## src/shared/cbdiag_pkg.sv

```systemverilog
/*
 * package for the bus error diagnostic block: register offsets, field
 * positions, reset values and the bus answer state encoding.
 * assumes the protocol engine reports each error as a one-cycle pulse.
 */
package cbdiag_pkg;
	// ---------------------------------------------------------------
	// register map (word addresses, avalon word addressing)
	// ---------------------------------------------------------------
	localparam int unsigned addr_w = 2;
	localparam logic [1:0] error_counters_off = 2'h0;
	localparam logic [1:0] error_kind_flags_off = 2'h1;
	localparam logic [31:0] unmapped_read_value = 32'h0000_0000;

	// ---------------------------------------------------------------
	// error_counters fields
	// ---------------------------------------------------------------
	localparam int unsigned nom_rx_cnt_lsb = 0;
	localparam int unsigned nom_tx_cnt_lsb = 8;
	localparam int unsigned dat_rx_cnt_lsb = 16;
	localparam int unsigned dat_tx_cnt_lsb = 24;
	localparam logic [7:0] err_cnt_reset = 8'h00;

	// ---------------------------------------------------------------
	// error_kind_flags fields
	// ---------------------------------------------------------------
	localparam int unsigned ef_msg_cnt_lsb = 0;
	localparam logic [15:0] ef_msg_cnt_reset = 16'h0000;
	localparam int unsigned flag_lsb = 16;
	localparam int unsigned nom_dom_bit = 16;
	localparam int unsigned nom_rec_bit = 17;
	localparam int unsigned ack_bit = 18;
	localparam int unsigned nom_form_bit = 19;
	localparam int unsigned nom_stuff_bit = 20;
	localparam int unsigned nom_crc_bit = 21;
	localparam int unsigned rsvd_a_bit = 22;
	localparam int unsigned bus_off_bit = 23;
	localparam int unsigned dat_dom_bit = 24;
	localparam int unsigned dat_rec_bit = 25;
	localparam int unsigned rsvd_b_bit = 26;
	localparam int unsigned dat_form_bit = 27;
	localparam int unsigned dat_stuff_bit = 28;
	localparam int unsigned dat_crc_bit = 29;
	localparam int unsigned esi_bit = 30;
	localparam int unsigned dlc_mm_bit = 31;
	localparam logic [15:0] flags_reset = 16'h0000;
	// flag bits that may ever be set (reserved 22 and 26 excluded)
	localparam logic [15:0] flags_valid = 16'hfbbf;

	// ---------------------------------------------------------------
	// bus answer states
	// ---------------------------------------------------------------
	typedef enum logic [0:0] {
		cbdiag_idle,
		cbdiag_done
	} cbdiag_bus_st_t;
endpackage : cbdiag_pkg

```

## src/cbdiag_err_cnt.sv

```systemverilog
/*
 * one width-bit wrapping error counter, 8 bits by default.
 * assumes inc is a one-cycle pulse per detected error.
 */
module cbdiag_err_cnt #(
	parameter int unsigned width = 8
) (
	input wire logic clock,
	input wire logic rst_n,
	input wire logic inc,
	output logic [width-1:0] count
);
	initial begin
		if (width < 1 || width > 32) begin
			$error("cbdiag_err_cnt: width out of range");
		end
	end

	typedef struct packed {
		logic [width-1:0] cnt;
	} cbdiag_cnt_state_t;

	cbdiag_cnt_state_t state_ff;
	cbdiag_cnt_state_t nxt_state;

	always_comb begin
		nxt_state = state_ff;
		// wraps from all ones to zero
		if (inc) begin
			nxt_state.cnt = state_ff.cnt + width'(1);
		end
	end

	always_ff @(posedge clock) begin
		if (!rst_n) begin
			state_ff.cnt <= '0;
		end else begin
			state_ff <= nxt_state;
		end
	end

	assign count = state_ff.cnt;
endmodule : cbdiag_err_cnt

```

## src/cbdiag_flags.sv

```systemverilog
/*
 * sticky error-kind flags and error-free message counter, cleared on read.
 * assumes clr is a one-cycle pulse at the accepted read of the register.
 */
module cbdiag_flags (
	input wire logic clock,
	input wire logic rst_n,
	input wire logic [15:0] set_flags,
	input wire logic ok_msg,
	input wire logic clr,
	output logic [31:0] value
);
	typedef struct packed {
		logic [15:0] flags;
		logic [15:0] ef_cnt;
	} cbdiag_flag_state_t;

	cbdiag_flag_state_t state_ff;
	cbdiag_flag_state_t nxt_state;

	always_comb begin
		nxt_state = state_ff;
		if (clr) begin
			// an event in the clearing cycle survives the clear
			nxt_state.flags = set_flags & cbdiag_pkg::flags_valid;
			nxt_state.ef_cnt = ok_msg ? 16'h0001 : cbdiag_pkg::ef_msg_cnt_reset;
		end else begin
			nxt_state.flags = state_ff.flags | (set_flags & cbdiag_pkg::flags_valid);
			nxt_state.ef_cnt = state_ff.ef_cnt + {15'h0000, ok_msg};
		end
	end

	always_ff @(posedge clock) begin
		if (!rst_n) begin
			state_ff.flags <= cbdiag_pkg::flags_reset;
			state_ff.ef_cnt <= cbdiag_pkg::ef_msg_cnt_reset;
		end else begin
			state_ff <= nxt_state;
		end
	end

	assign value = {state_ff.flags, state_ff.ef_cnt};
endmodule : cbdiag_flags

```

## src/cbdiag_top.sv

```systemverilog
/*
 * bus error diagnostics for one can fd port: four error counters and
 * a clear-on-read register of error kinds, behind an avalon-mm slave.
 * assumes the protocol engine gives one-cycle pulses on the same clock.
 */
// Our own choices: the register addresses and the Avalon-MM register port.
// Operation
// RL1: nominal receive error count in byte 0
// RL2: nominal transmit error count in byte 1
// RL3: data phase receive error count in byte 2
// RL4: data phase transmit error count in byte 3
// RL5: each counter adds one per error
// RL6: error kinds held as sticky flags
// RL7: reading flags register returns then clears it
// RL8: error-free message count in low half
// RL9: bit 16 nominal dominant bit error
// RL10: bit 17 nominal recessive bit error
// RL11: bit 18 missing acknowledge
// RL12: bit 19 nominal form error
// RL13: bit 20 nominal stuffing error
// RL14: bit 21 nominal checksum error
// RL15: bits 22 and 26 read zero
// RL16: bit 23 bus-off then recovered
// RL17: bits 24,25,27,28,29 data phase errors
// RL18: bit 30 received esi set
// RL19: bit 31 length code mismatch
// RL20: counters wrap, reading them changes nothing
// RL21: event during clearing read is kept
module cbdiag_top #(
	parameter int unsigned cnt_width = 8
) (
	input wire logic clock,
	input wire logic rst_n,
	input wire logic [1:0] avs_address,
	input wire logic avs_read,
	input wire logic avs_write,
	input wire logic [31:0] avs_writedata,
	input wire logic [3:0] avs_byteenable,
	output logic [31:0] avs_readdata,
	output logic avs_waitrequest,
	input wire logic nominal_rx_error,
	input wire logic nominal_tx_error,
	input wire logic data_phase_rx_error,
	input wire logic data_phase_tx_error,
	input wire logic error_free_message,
	input wire logic nominal_dominant_bit_error,
	input wire logic nominal_recessive_bit_error,
	input wire logic missing_acknowledge_error,
	input wire logic nominal_form_error,
	input wire logic nominal_stuffing_error,
	input wire logic nominal_checksum_error,
	input wire logic bus_off_recovered,
	input wire logic data_phase_dominant_bit_error,
	input wire logic data_phase_recessive_bit_error,
	input wire logic data_phase_form_error,
	input wire logic data_phase_stuffing_error,
	input wire logic data_phase_checksum_error,
	input wire logic esi_received,
	input wire logic length_code_mismatch
);
	initial begin
		if (cnt_width != 8) begin
			$error("cbdiag_top: counter width must be 8 to fit its byte");
		end
	end

	// ---------------------------------------------------------------
	// error counters
	// ---------------------------------------------------------------
	logic [7:0] nominal_rx_error_count;
	logic [7:0] nominal_tx_error_count;
	logic [7:0] data_phase_rx_error_count;
	logic [7:0] data_phase_tx_error_count;

	cbdiag_err_cnt #(.width(cnt_width)) u_nom_rx ( // RL1 RL5 RL20
		.clock(clock),
		.rst_n(rst_n),
		.inc(nominal_rx_error),
		.count(nominal_rx_error_count)
	);
	cbdiag_err_cnt #(.width(cnt_width)) u_nom_tx ( // RL2 RL5 RL20
		.clock(clock),
		.rst_n(rst_n),
		.inc(nominal_tx_error),
		.count(nominal_tx_error_count)
	);
	cbdiag_err_cnt #(.width(cnt_width)) u_dat_rx ( // RL3 RL5 RL20
		.clock(clock),
		.rst_n(rst_n),
		.inc(data_phase_rx_error),
		.count(data_phase_rx_error_count)
	);
	cbdiag_err_cnt #(.width(cnt_width)) u_dat_tx ( // RL4 RL5 RL20
		.clock(clock),
		.rst_n(rst_n),
		.inc(data_phase_tx_error),
		.count(data_phase_tx_error_count)
	);

	logic [31:0] error_counters;
	assign error_counters = {data_phase_tx_error_count, data_phase_rx_error_count,
		nominal_tx_error_count, nominal_rx_error_count}; // RL1 RL2 RL3 RL4

	// ---------------------------------------------------------------
	// error kind flags
	// ---------------------------------------------------------------
	logic [15:0] set_flags;
	logic [31:0] error_kind_flags;
	logic rd_clear;

	always_comb begin
		set_flags = 16'h0000;
		set_flags[cbdiag_pkg::nom_dom_bit - cbdiag_pkg::flag_lsb] =
			nominal_dominant_bit_error; // RL9
		set_flags[cbdiag_pkg::nom_rec_bit - cbdiag_pkg::flag_lsb] =
			nominal_recessive_bit_error; // RL10
		set_flags[cbdiag_pkg::ack_bit - cbdiag_pkg::flag_lsb] =
			missing_acknowledge_error; // RL11
		set_flags[cbdiag_pkg::nom_form_bit - cbdiag_pkg::flag_lsb] =
			nominal_form_error; // RL12
		set_flags[cbdiag_pkg::nom_stuff_bit - cbdiag_pkg::flag_lsb] =
			nominal_stuffing_error; // RL13
		set_flags[cbdiag_pkg::nom_crc_bit - cbdiag_pkg::flag_lsb] =
			nominal_checksum_error; // RL14
		set_flags[cbdiag_pkg::bus_off_bit - cbdiag_pkg::flag_lsb] =
			bus_off_recovered; // RL16
		set_flags[cbdiag_pkg::dat_dom_bit - cbdiag_pkg::flag_lsb] =
			data_phase_dominant_bit_error; // RL17
		set_flags[cbdiag_pkg::dat_rec_bit - cbdiag_pkg::flag_lsb] =
			data_phase_recessive_bit_error; // RL17
		set_flags[cbdiag_pkg::dat_form_bit - cbdiag_pkg::flag_lsb] =
			data_phase_form_error; // RL17
		set_flags[cbdiag_pkg::dat_stuff_bit - cbdiag_pkg::flag_lsb] =
			data_phase_stuffing_error; // RL17
		set_flags[cbdiag_pkg::dat_crc_bit - cbdiag_pkg::flag_lsb] =
			data_phase_checksum_error; // RL17
		set_flags[cbdiag_pkg::esi_bit - cbdiag_pkg::flag_lsb] = esi_received; // RL18
		set_flags[cbdiag_pkg::dlc_mm_bit - cbdiag_pkg::flag_lsb] =
			length_code_mismatch; // RL19
	end

	cbdiag_flags u_flags ( // RL6 RL8 RL15 RL21
		.clock(clock),
		.rst_n(rst_n),
		.set_flags(set_flags),
		.ok_msg(error_free_message),
		.clr(rd_clear),
		.value(error_kind_flags)
	);

	// ---------------------------------------------------------------
	// avalon-mm slave
	// ---------------------------------------------------------------
	typedef struct packed {
		cbdiag_pkg::cbdiag_bus_st_t st;
		logic [31:0] rdata;
		logic waitreq;
	} cbdiag_bus_state_t;

	cbdiag_bus_state_t bus_ff;
	cbdiag_bus_state_t nxt_bus;

	function automatic logic [31:0] read_mux(input logic [1:0] addr,
			input logic [31:0] cnts, input logic [31:0] flags);
		logic [31:0] r;
		unique case (addr)
			cbdiag_pkg::error_counters_off: r = cnts;
			cbdiag_pkg::error_kind_flags_off: r = flags;
			default: r = cbdiag_pkg::unmapped_read_value;
		endcase
		return r;
	endfunction : read_mux

	// capture in idle, answer one cycle later, then release
	always_comb begin
		nxt_bus = bus_ff;
		unique case (bus_ff.st)
			cbdiag_pkg::cbdiag_idle: begin
				if (avs_read || avs_write) begin
					nxt_bus.st = cbdiag_pkg::cbdiag_done;
					nxt_bus.waitreq = 1'b0;
					nxt_bus.rdata = avs_read ?
						read_mux(avs_address, error_counters, error_kind_flags) :
						32'h0000_0000;
				end
			end
			cbdiag_pkg::cbdiag_done: begin
				nxt_bus.st = cbdiag_pkg::cbdiag_idle;
				nxt_bus.waitreq = 1'b1;
			end
		endcase
	end

	// clear at the sampling of the snapshot, so the returned value is complete
	assign rd_clear = (bus_ff.st == cbdiag_pkg::cbdiag_idle) && avs_read &&
		(avs_address == cbdiag_pkg::error_kind_flags_off); // RL7

	always_ff @(posedge clock) begin
		if (!rst_n) begin
			bus_ff.st <= cbdiag_pkg::cbdiag_idle;
			bus_ff.rdata <= 32'h0000_0000;
			bus_ff.waitreq <= 1'b1;
		end else begin
			bus_ff <= nxt_bus;
		end
	end

	assign avs_readdata = bus_ff.rdata;
	assign avs_waitrequest = bus_ff.waitreq;

	// ---------------------------------------------------------------
	// assertions
	// ---------------------------------------------------------------
	property p_nom_rx_inc;
		@(posedge clock) disable iff (!rst_n)
		nominal_rx_error |=> nominal_rx_error_count == $past(nominal_rx_error_count) + 8'h01;
	endproperty
	a_nom_rx_inc: assert property (p_nom_rx_inc) else $error("nominal rx count not +1"); // RL1

	property p_nom_tx_inc;
		@(posedge clock) disable iff (!rst_n)
		nominal_tx_error |=> nominal_tx_error_count == $past(nominal_tx_error_count) + 8'h01;
	endproperty
	a_nom_tx_inc: assert property (p_nom_tx_inc) else $error("nominal tx count not +1"); // RL2

	property p_dat_rx_hold;
		@(posedge clock) disable iff (!rst_n)
		!data_phase_rx_error |=> $stable(data_phase_rx_error_count);
	endproperty
	a_dat_rx_hold: assert property (p_dat_rx_hold) else $error("data rx count moved"); // RL3

	property p_dat_tx_inc;
		@(posedge clock) disable iff (!rst_n)
		data_phase_tx_error |=> data_phase_tx_error_count == $past(data_phase_tx_error_count) + 8'h01;
	endproperty
	a_dat_tx_inc: assert property (p_dat_tx_inc) else $error("data tx count not +1"); // RL4

	property p_rsvd_zero;
		@(posedge clock) disable iff (!rst_n)
		error_kind_flags[cbdiag_pkg::rsvd_a_bit] == 1'b0 &&
			error_kind_flags[cbdiag_pkg::rsvd_b_bit] == 1'b0;
	endproperty
	a_rsvd_zero: assert property (p_rsvd_zero) else $error("reserved flag bit set"); // RL15

	property p_sticky;
		@(posedge clock) disable iff (!rst_n)
		(error_kind_flags[cbdiag_pkg::esi_bit] && !rd_clear) |=>
			error_kind_flags[cbdiag_pkg::esi_bit];
	endproperty
	a_sticky: assert property (p_sticky) else $error("flag lost without clear"); // RL6

	property p_read_clears;
		@(posedge clock) disable iff (!rst_n)
		(rd_clear && set_flags == 16'h0000 && !error_free_message) |=>
			error_kind_flags == 32'h0000_0000 ##1 avs_waitrequest;
	endproperty
	a_read_clears: assert property (p_read_clears) else $error("read did not clear"); // RL7

	property p_set_wins;
		@(posedge clock) disable iff (!rst_n)
		(rd_clear && missing_acknowledge_error) |=> error_kind_flags[cbdiag_pkg::ack_bit];
	endproperty
	a_set_wins: assert property (p_set_wins) else $error("event lost at clear"); // RL21

	property p_read_answer;
		@(posedge clock) disable iff (!rst_n)
		(avs_read && avs_waitrequest) |=> !avs_waitrequest ##1 avs_waitrequest;
	endproperty
	a_read_answer: assert property (p_read_answer) else $error("bus answer timing"); // RL7

	property p_nom_tx_keep;
		@(posedge clock) disable iff (!rst_n)
		!nominal_tx_error |=> $stable(nominal_tx_error_count);
	endproperty
	a_nom_tx_keep: assert property (p_nom_tx_keep) else $error("nominal tx count moved"); // RL5

	property p_nom_rx_wrap;
		@(posedge clock) disable iff (!rst_n)
		nominal_rx_error && (&nominal_rx_error_count) |=> nominal_rx_error_count == 8'h00;
	endproperty
	a_nom_rx_wrap: assert property (p_nom_rx_wrap) else $error("nominal rx count no wrap"); // RL20

	property p_ef_inc;
		@(posedge clock) disable iff (!rst_n)
		error_free_message && !rd_clear |=>
			error_kind_flags[15:0] == $past(error_kind_flags[15:0]) + 16'h0001;
	endproperty
	a_ef_inc: assert property (p_ef_inc) else $error("error-free count not +1"); // RL8

	property p_dom_set;
		@(posedge clock) disable iff (!rst_n)
		nominal_dominant_bit_error |=> error_kind_flags[cbdiag_pkg::nom_dom_bit];
	endproperty
	a_dom_set: assert property (p_dom_set) else $error("dominant bit flag not set"); // RL9

	property p_rec_set;
		@(posedge clock) disable iff (!rst_n)
		nominal_recessive_bit_error |=> error_kind_flags[cbdiag_pkg::nom_rec_bit];
	endproperty
	a_rec_set: assert property (p_rec_set) else $error("recessive bit flag not set"); // RL10

	property p_form_set;
		@(posedge clock) disable iff (!rst_n)
		nominal_form_error |=> error_kind_flags[cbdiag_pkg::nom_form_bit];
	endproperty
	a_form_set: assert property (p_form_set) else $error("form flag not set"); // RL12

	property p_stuff_set;
		@(posedge clock) disable iff (!rst_n)
		nominal_stuffing_error |=> error_kind_flags[cbdiag_pkg::nom_stuff_bit];
	endproperty
	a_stuff_set: assert property (p_stuff_set) else $error("stuffing flag not set"); // RL13

	property p_crc_set;
		@(posedge clock) disable iff (!rst_n)
		nominal_checksum_error |=> error_kind_flags[cbdiag_pkg::nom_crc_bit];
	endproperty
	a_crc_set: assert property (p_crc_set) else $error("checksum flag not set"); // RL14

	property p_bus_off_set;
		@(posedge clock) disable iff (!rst_n)
		bus_off_recovered |=> error_kind_flags[cbdiag_pkg::bus_off_bit];
	endproperty
	a_bus_off_set: assert property (p_bus_off_set) else $error("bus-off flag not set"); // RL16

	property p_dat_crc_set;
		@(posedge clock) disable iff (!rst_n)
		data_phase_checksum_error |=> error_kind_flags[cbdiag_pkg::dat_crc_bit];
	endproperty
	a_dat_crc_set: assert property (p_dat_crc_set) else $error("data crc flag not set"); // RL17

	property p_esi_set;
		@(posedge clock) disable iff (!rst_n)
		esi_received |=> error_kind_flags[cbdiag_pkg::esi_bit];
	endproperty
	a_esi_set: assert property (p_esi_set) else $error("esi flag not set"); // RL18

	property p_dlc_set;
		@(posedge clock) disable iff (!rst_n)
		length_code_mismatch |=> error_kind_flags[cbdiag_pkg::dlc_mm_bit];
	endproperty
	a_dlc_set: assert property (p_dlc_set) else $error("length code flag not set"); // RL19

	c_flags_read: cover property (@(posedge clock) disable iff (!rst_n)
		rd_clear && error_kind_flags != 32'h0000_0000);
	c_wrap: cover property (@(posedge clock) disable iff (!rst_n)
		nominal_rx_error && nominal_rx_error_count == 8'hff);
	c_set_at_clear: cover property (@(posedge clock) disable iff (!rst_n)
		rd_clear && set_flags != 16'h0000);
	c_write: cover property (@(posedge clock) disable iff (!rst_n)
		avs_write && avs_waitrequest);
endmodule : cbdiag_top

```

## config.mk

```make
export PLATFORM = sky130hd
export DESIGN_NAME = cbdiag_top
export DESIGN_NICKNAME = d
export VERILOG_FILES = /design/src/shared/cbdiag_pkg.sv /design/src/cbdiag_err_cnt.sv /design/src/cbdiag_flags.sv /design/src/cbdiag_top.sv
export SDC_FILE = /design/constraint.sdc
export NUM_CORES = 1
export LEC_CHECK = 0
export BUFFER_PORTS_ARGS = -buffer_cell sky130_fd_sc_hd__buf_2
export CAP_MARGIN = 20
export CORE_ASPECT_RATIO = 1.4
export CORE_MARGIN = 3
export CORE_UTILIZATION = 58
export DETAILED_ROUTE_END_ITERATION = 10
export GPL_TIMING_DRIVEN = 1
export PLACE_DENSITY_LB_ADDON = 0.12
export SLEW_MARGIN = 20
export SYNTH_ARGS = -nofsm -noshare
export SYNTH_HDL_FRONTEND = slang
export SYNTH_SLANG_ARGS = --single-unit
```

## constraint.sdc

```tcl
create_clock -name clock -period 3.17 [get_ports clock]
set_clock_uncertainty 0.1 [all_clocks]
set_input_delay 0.317 -clock clock [delete_from_list [all_inputs] [get_ports clock]]
set_output_delay 0.317 -clock clock [all_outputs]
set_load 0.1 [all_outputs]
```

# == After elaboration in Yosys (flattened, before gate mapping) ==
# Index checks and enable logic that the tools add are counted.
# Widths: inputs -> output; s select.
# totals
input_bits,61
word_cells,33
ff_bits,98
# op_classes
reduce_logical,6
bitwise,3
n_eq_ne,2
add_sub_neg,5
n_mux,7
# ops
operator,count
$mux 32,2
$pmux 32 s2,1
$mux 34,1
$add 8x1->8 const B,4
$add 16x1->16,1
$or 16x16->16,1
$pmux 1 s2,2
$eq 2x1->1 const B,1
$logic_and 1x1->1,2
$logic_not 2->1,1
$ne 2x2->1 const B,1
$not 1->1,2
$reduce_and 2->1,1
$reduce_or 2->1,1
$logic_or 1x1->1,1
$mux 1,1

# == Logic depth before layout (Yosys ltp) ==
# depth
word_depth,5
depth_mapped,6
depth_no_buf,4

# == Cells and area by module ==
# Synthesis repeated with hierarchy kept, for this count alone.
# unflattened
hier_cells,466
area_unflattened_um2,4620.7
# modules_own_cells
module,area_per_inst_um2,seq_area_each_um2,instances,cells_per_inst
cbdiag_top,1913.1,680.7,1,185
cbdiag_err_cnt,359.1,160.2,4,37
cbdiag_flags,1271.2,600.6,1,133

# == Least setup slack after synthesis ==
# Ideal clock, no wire load.
# synth_timing
kind,input port to flip-flop
from,input avs_address[0]
to,register bus_ff (netlist bit avs_readdata[0])
path_buffers,2
path_slack_ps,1706
cell_stages,5
arrival_time_ps,1237
required_ps,2942
path_cell_list,clkbuf_1 > buf_2 > mux2_2 > a22oi_1 > nor2_1
# synth_between
elab_chain_len,3
# synth_lines
element,line,text
from (decl),cbdiag_top.sv:34,"input wire logic [1:0] avs_address,"
$eq 2x1->1 / $logic_not 2->1 (equally long branches),cbdiag_top.sv:166,unique case (addr)
$pmux 32 s2 *,cbdiag_top.sv:166,
$mux 32 *,cbdiag_top.sv:182,nxt_bus.rdata = avs_read ?
to (signal assigned),cbdiag_top.sv:204,bus_ff <= nxt_bus;
to (decl),cbdiag_top.sv:160,cbdiag_bus_state_t bus_ff;
# Every way passes the cells marked *; elsewhere a longest branch is shown, timed or not.
# A chain may end at the register's enable or synchronous reset.

# == Worst setup path in the final report ==
# layout_timing
from,register u_flags.state_ff (netlist bit u_flags.value[0])
to,register u_flags.state_ff (netlist bit u_flags.value[9])
# layout_between
elab_chain_len,2
# layout_lines
element,line,text
from (decl),cbdiag_flags.sv:18,cbdiag_flag_state_t state_ff;
from (signal assigned),cbdiag_flags.sv:38,state_ff <= nxt_state;
$add 16x1->16,cbdiag_flags.sv:29,"nxt_state.ef_cnt = state_ff.ef_cnt + {15'h0000, ok_msg};"
$mux 32,cbdiag_flags.sv:23,if (clr) begin
# Every way passes these cells.

==> out/metrics.yaml <==
status:
  status: "finished clean"
grt:
  grt_max_degree: 47
  overflow: 0
  grt_antenna_before_repair: 0
  grt_first_pass_wirelength_mm: 14.37
  grt_pass1_vias: 3197
  grt_usage_pct: 21.38
finish:
  mostFrequentLayoutCell: "dfxtp_1"
  synthToLayoutAreaGrowth_pct: 6.741
  final_cell_mix: "dfxtp_1 (96), nor2_1 (71), buf_2 (57)"
  antenna_cells: 0
  design_area_mm2: 0.004537
  layout.nets: 539
  drive_gt1_share_pct: 23.53
clock_network:
  cts_max_level: 3
  cts_tree: "yes"
  ctsLongestPathBuffers: 2
  cts.clk_slew.worst_paths_ps: 90
  root_buffer: "clkbuf_8"
  clock_latency_ps: 360
  hold_buffers: 0
  clkSinkCount: 96
  cts.repair.resized: 0
  cts_post_setup_buffers_inserted: 0
  numCtsBuffers: 9
power:
  p_per_area_mw_per_mm2: 519.2
  p_clk_share_pct: 37.5
  p_sw_share_pct: 23.99
  power_mw: 2.356
  combPwrFrac_pct: 8.8
  power.internal_mw: 1.791
  p_switching_uw: 565.1
  seq_power_share_pct: 53.7
  vdd_drop_max_mv: 0.3678
  p_leak_nw: 1.798
placed_design:
  place_congestion: 0.7797
  io_buffers: 57
  placed_area_mm2: 0.004317
  hpwl_mm: 5.502
  pre_cts_ws_ps: 1214
floorplan:
  start_util_pct: 60.49
  row_count: 36
  ios: 94
  die_w_um: 78.35
  dieArea_mm2: 0.008406
  fp.dieH_um: 107.3
  core_mm2: 0.007027
sta:
  rsz0062_at_grt: "false"
  worst_pin_slew_ps: 794.6
  maxSlewHeadroom_pct: 47.03
  setup_viol: 0
  fin_ws_ps: 1518
  holdWs_ps: 50.93
  max_freq_mhz: 605.5
  min_period_ps: 1652
  tns_ps: 0
  drv_slew: 0
  fin_crit_sh_pct: 52.10
  final_hold_viol_count: 0
yosys:
  synthesis.area_mm2: 0.004250
  yosysWarnings: 0
  synth_nets: 528
  yosys.area.top_type: "dfxtp_1"
  synth-seq-area-share_pct: 45.22
  synthCells: 461
  yosysTopAreaCellShare_pct: 45.22
  postSynthAreaPerCell_um2: 9.220
  yosys_register_bits: 96
  synth.distinct_cells: 34
  synthTopCellsByArea: "dfxtp_1 (45%), mux2_2 (7.9%), nor2_1 (6.3%), a22oi_1 (5.7%), buf_4 (5.7%)"
route:
  num_vias: 3211
  drt-pass1-iter-count: 4
  drc_errors: 0
  first_iter_violations: 220
  via_per_inst: 5.623
  finalWirelength_mm: 8.300
  wl_per_cell_um: 14.54
  antenna_left: 0
worst_hold_path:
  hold_path_class: "in -> reg"
  hold_path_startpoint: "length_code_mismatch"
  hold_depth: 3
  holdPathEnd: "u_flags.value[31]"
worst_setup_path:
  r2r_start: "u_flags.value[0]"
  worst_path_max_delay_cell: "or4_1"
  cp_max_fo: 9
  timing.rr.end: "u_flags.value[9]"
  reg2regPathDepth: 4
  worstSetupPathType: "reg -> reg"
  cp-end-kind: "flop"
  path_cells: "ha_1 > nand3_2 > or4_1 > a21oi_1"
  worstPathRequired_ps: 3360
  r2r_slack_ps: 1520
  start_kind: "flop"
  slowest_delay_ps: 510
  cp_data_arrival_time_ps: 1850
flow_run:
  maxCapViolCount: 0
-- worst max-delay path by stage --
stage | slack, ps | from | end | cells past startpoint
after floorplan | 1710 | avs_address[0] | avs_readdata[0] | 5
after global routing | 1400 | u_flags.value[4] | u_flags.value[11] | 3
after detailed placement | 1210 | avs_address[0] | u_flags.value[21] | 5
after global placement | 1220 | avs_address[0] | u_flags.value[30] | 5
final | 1520 | u_flags.value[0] | u_flags.value[9] | 4
after CTS | 1500 | u_flags.value[4] | u_flags.value[11] | 3
-- per-layer routing --
metal	track usage, %	vias up	part of all wire, %
met5	0	-	0
met4	11.38	0	1.9
met3	2.848	15	4.0
met2	36.89	56	50
met1	25.68	1524	44
li1	-	1616	-
-- state kept, by name (all words and copies together) (netlist names) --
name	flops
bus_ff	1
avs_waitrequest	1
u_nom_rx.count	8
u_flags.value	30
u_dat_tx.count	8
avs_readdata	32
u_nom_tx.count	8
u_dat_rx.count	8
-- power groups by stage --
stage               Clock [mW]  Sequential [mW]  Combinational (mW)
floorplan                    0             1.29               0.162
CTS                      0.907             1.27               0.209
global route             0.943             1.27               0.230
global placement             0             1.29               0.203
finish                   0.884             1.27               0.206
detailed placement           0             1.29               0.208
-- final cells by class --
cell class,instances,area [µm²]
flip-flops and latches,96,1922
clock buffers,12,155.1
clock inverters,3,65.06
well taps,95,118.9
fillers,620,2490
multi-input cells,301,1949
repair buffers,61,315.3
inverters,3,11.26
-- cells in the mapped netlist (all sizes together) --
cell      n
dfxtp    96
nor2     71
buf      46
a21oi    32
a22oi    32
mux2     30
nand2    18
nand4    17
clkbuf   15
nand3    15
xor2     15
o21ai    14
or3      13
mux2i     8
ha        6
o31ai     5
or4       5
xnor2     5
nand3b    4
nor4      4
inv       2
o211ai    2
clkinv    1
nand2b    1
nand4bb   1
nor3b     1
nor4b     1
o21bai    1
-- logic make-up (layout without fill, tap and decap cells) --
family | Yosys count | in the layout | synth area share (%)
compound gates | 86 | 86 | 12.48
xor+xnor | 20 | 20 | 4.121
buf+inv | 64 | 79 | 9.125
mux | 38 | 38 | 9.832
fa+ha+maj | 6 | 6 | 1.766
simple gates | 151 | 151 | 17.46
flops | 96 | 96 | 45.22
-- worst max-delay path, delay by kind of cell (launching register included) --
family	cells	cell delay (ps)
and+or+nand+nor	2	700
DFF	1	380
adders and majority gates	1	250
AOI/OAI and AO/OA	1	150
-- stage by stage --
step	cells	utilization (%)
floorplan	461	-
global placement	556	61.43
detailed placement	556	61.43
CTS	571	64.57
global route	571	64.57
finish	571	64.57
No activity file was read; power rests on OpenSTA's default activity.
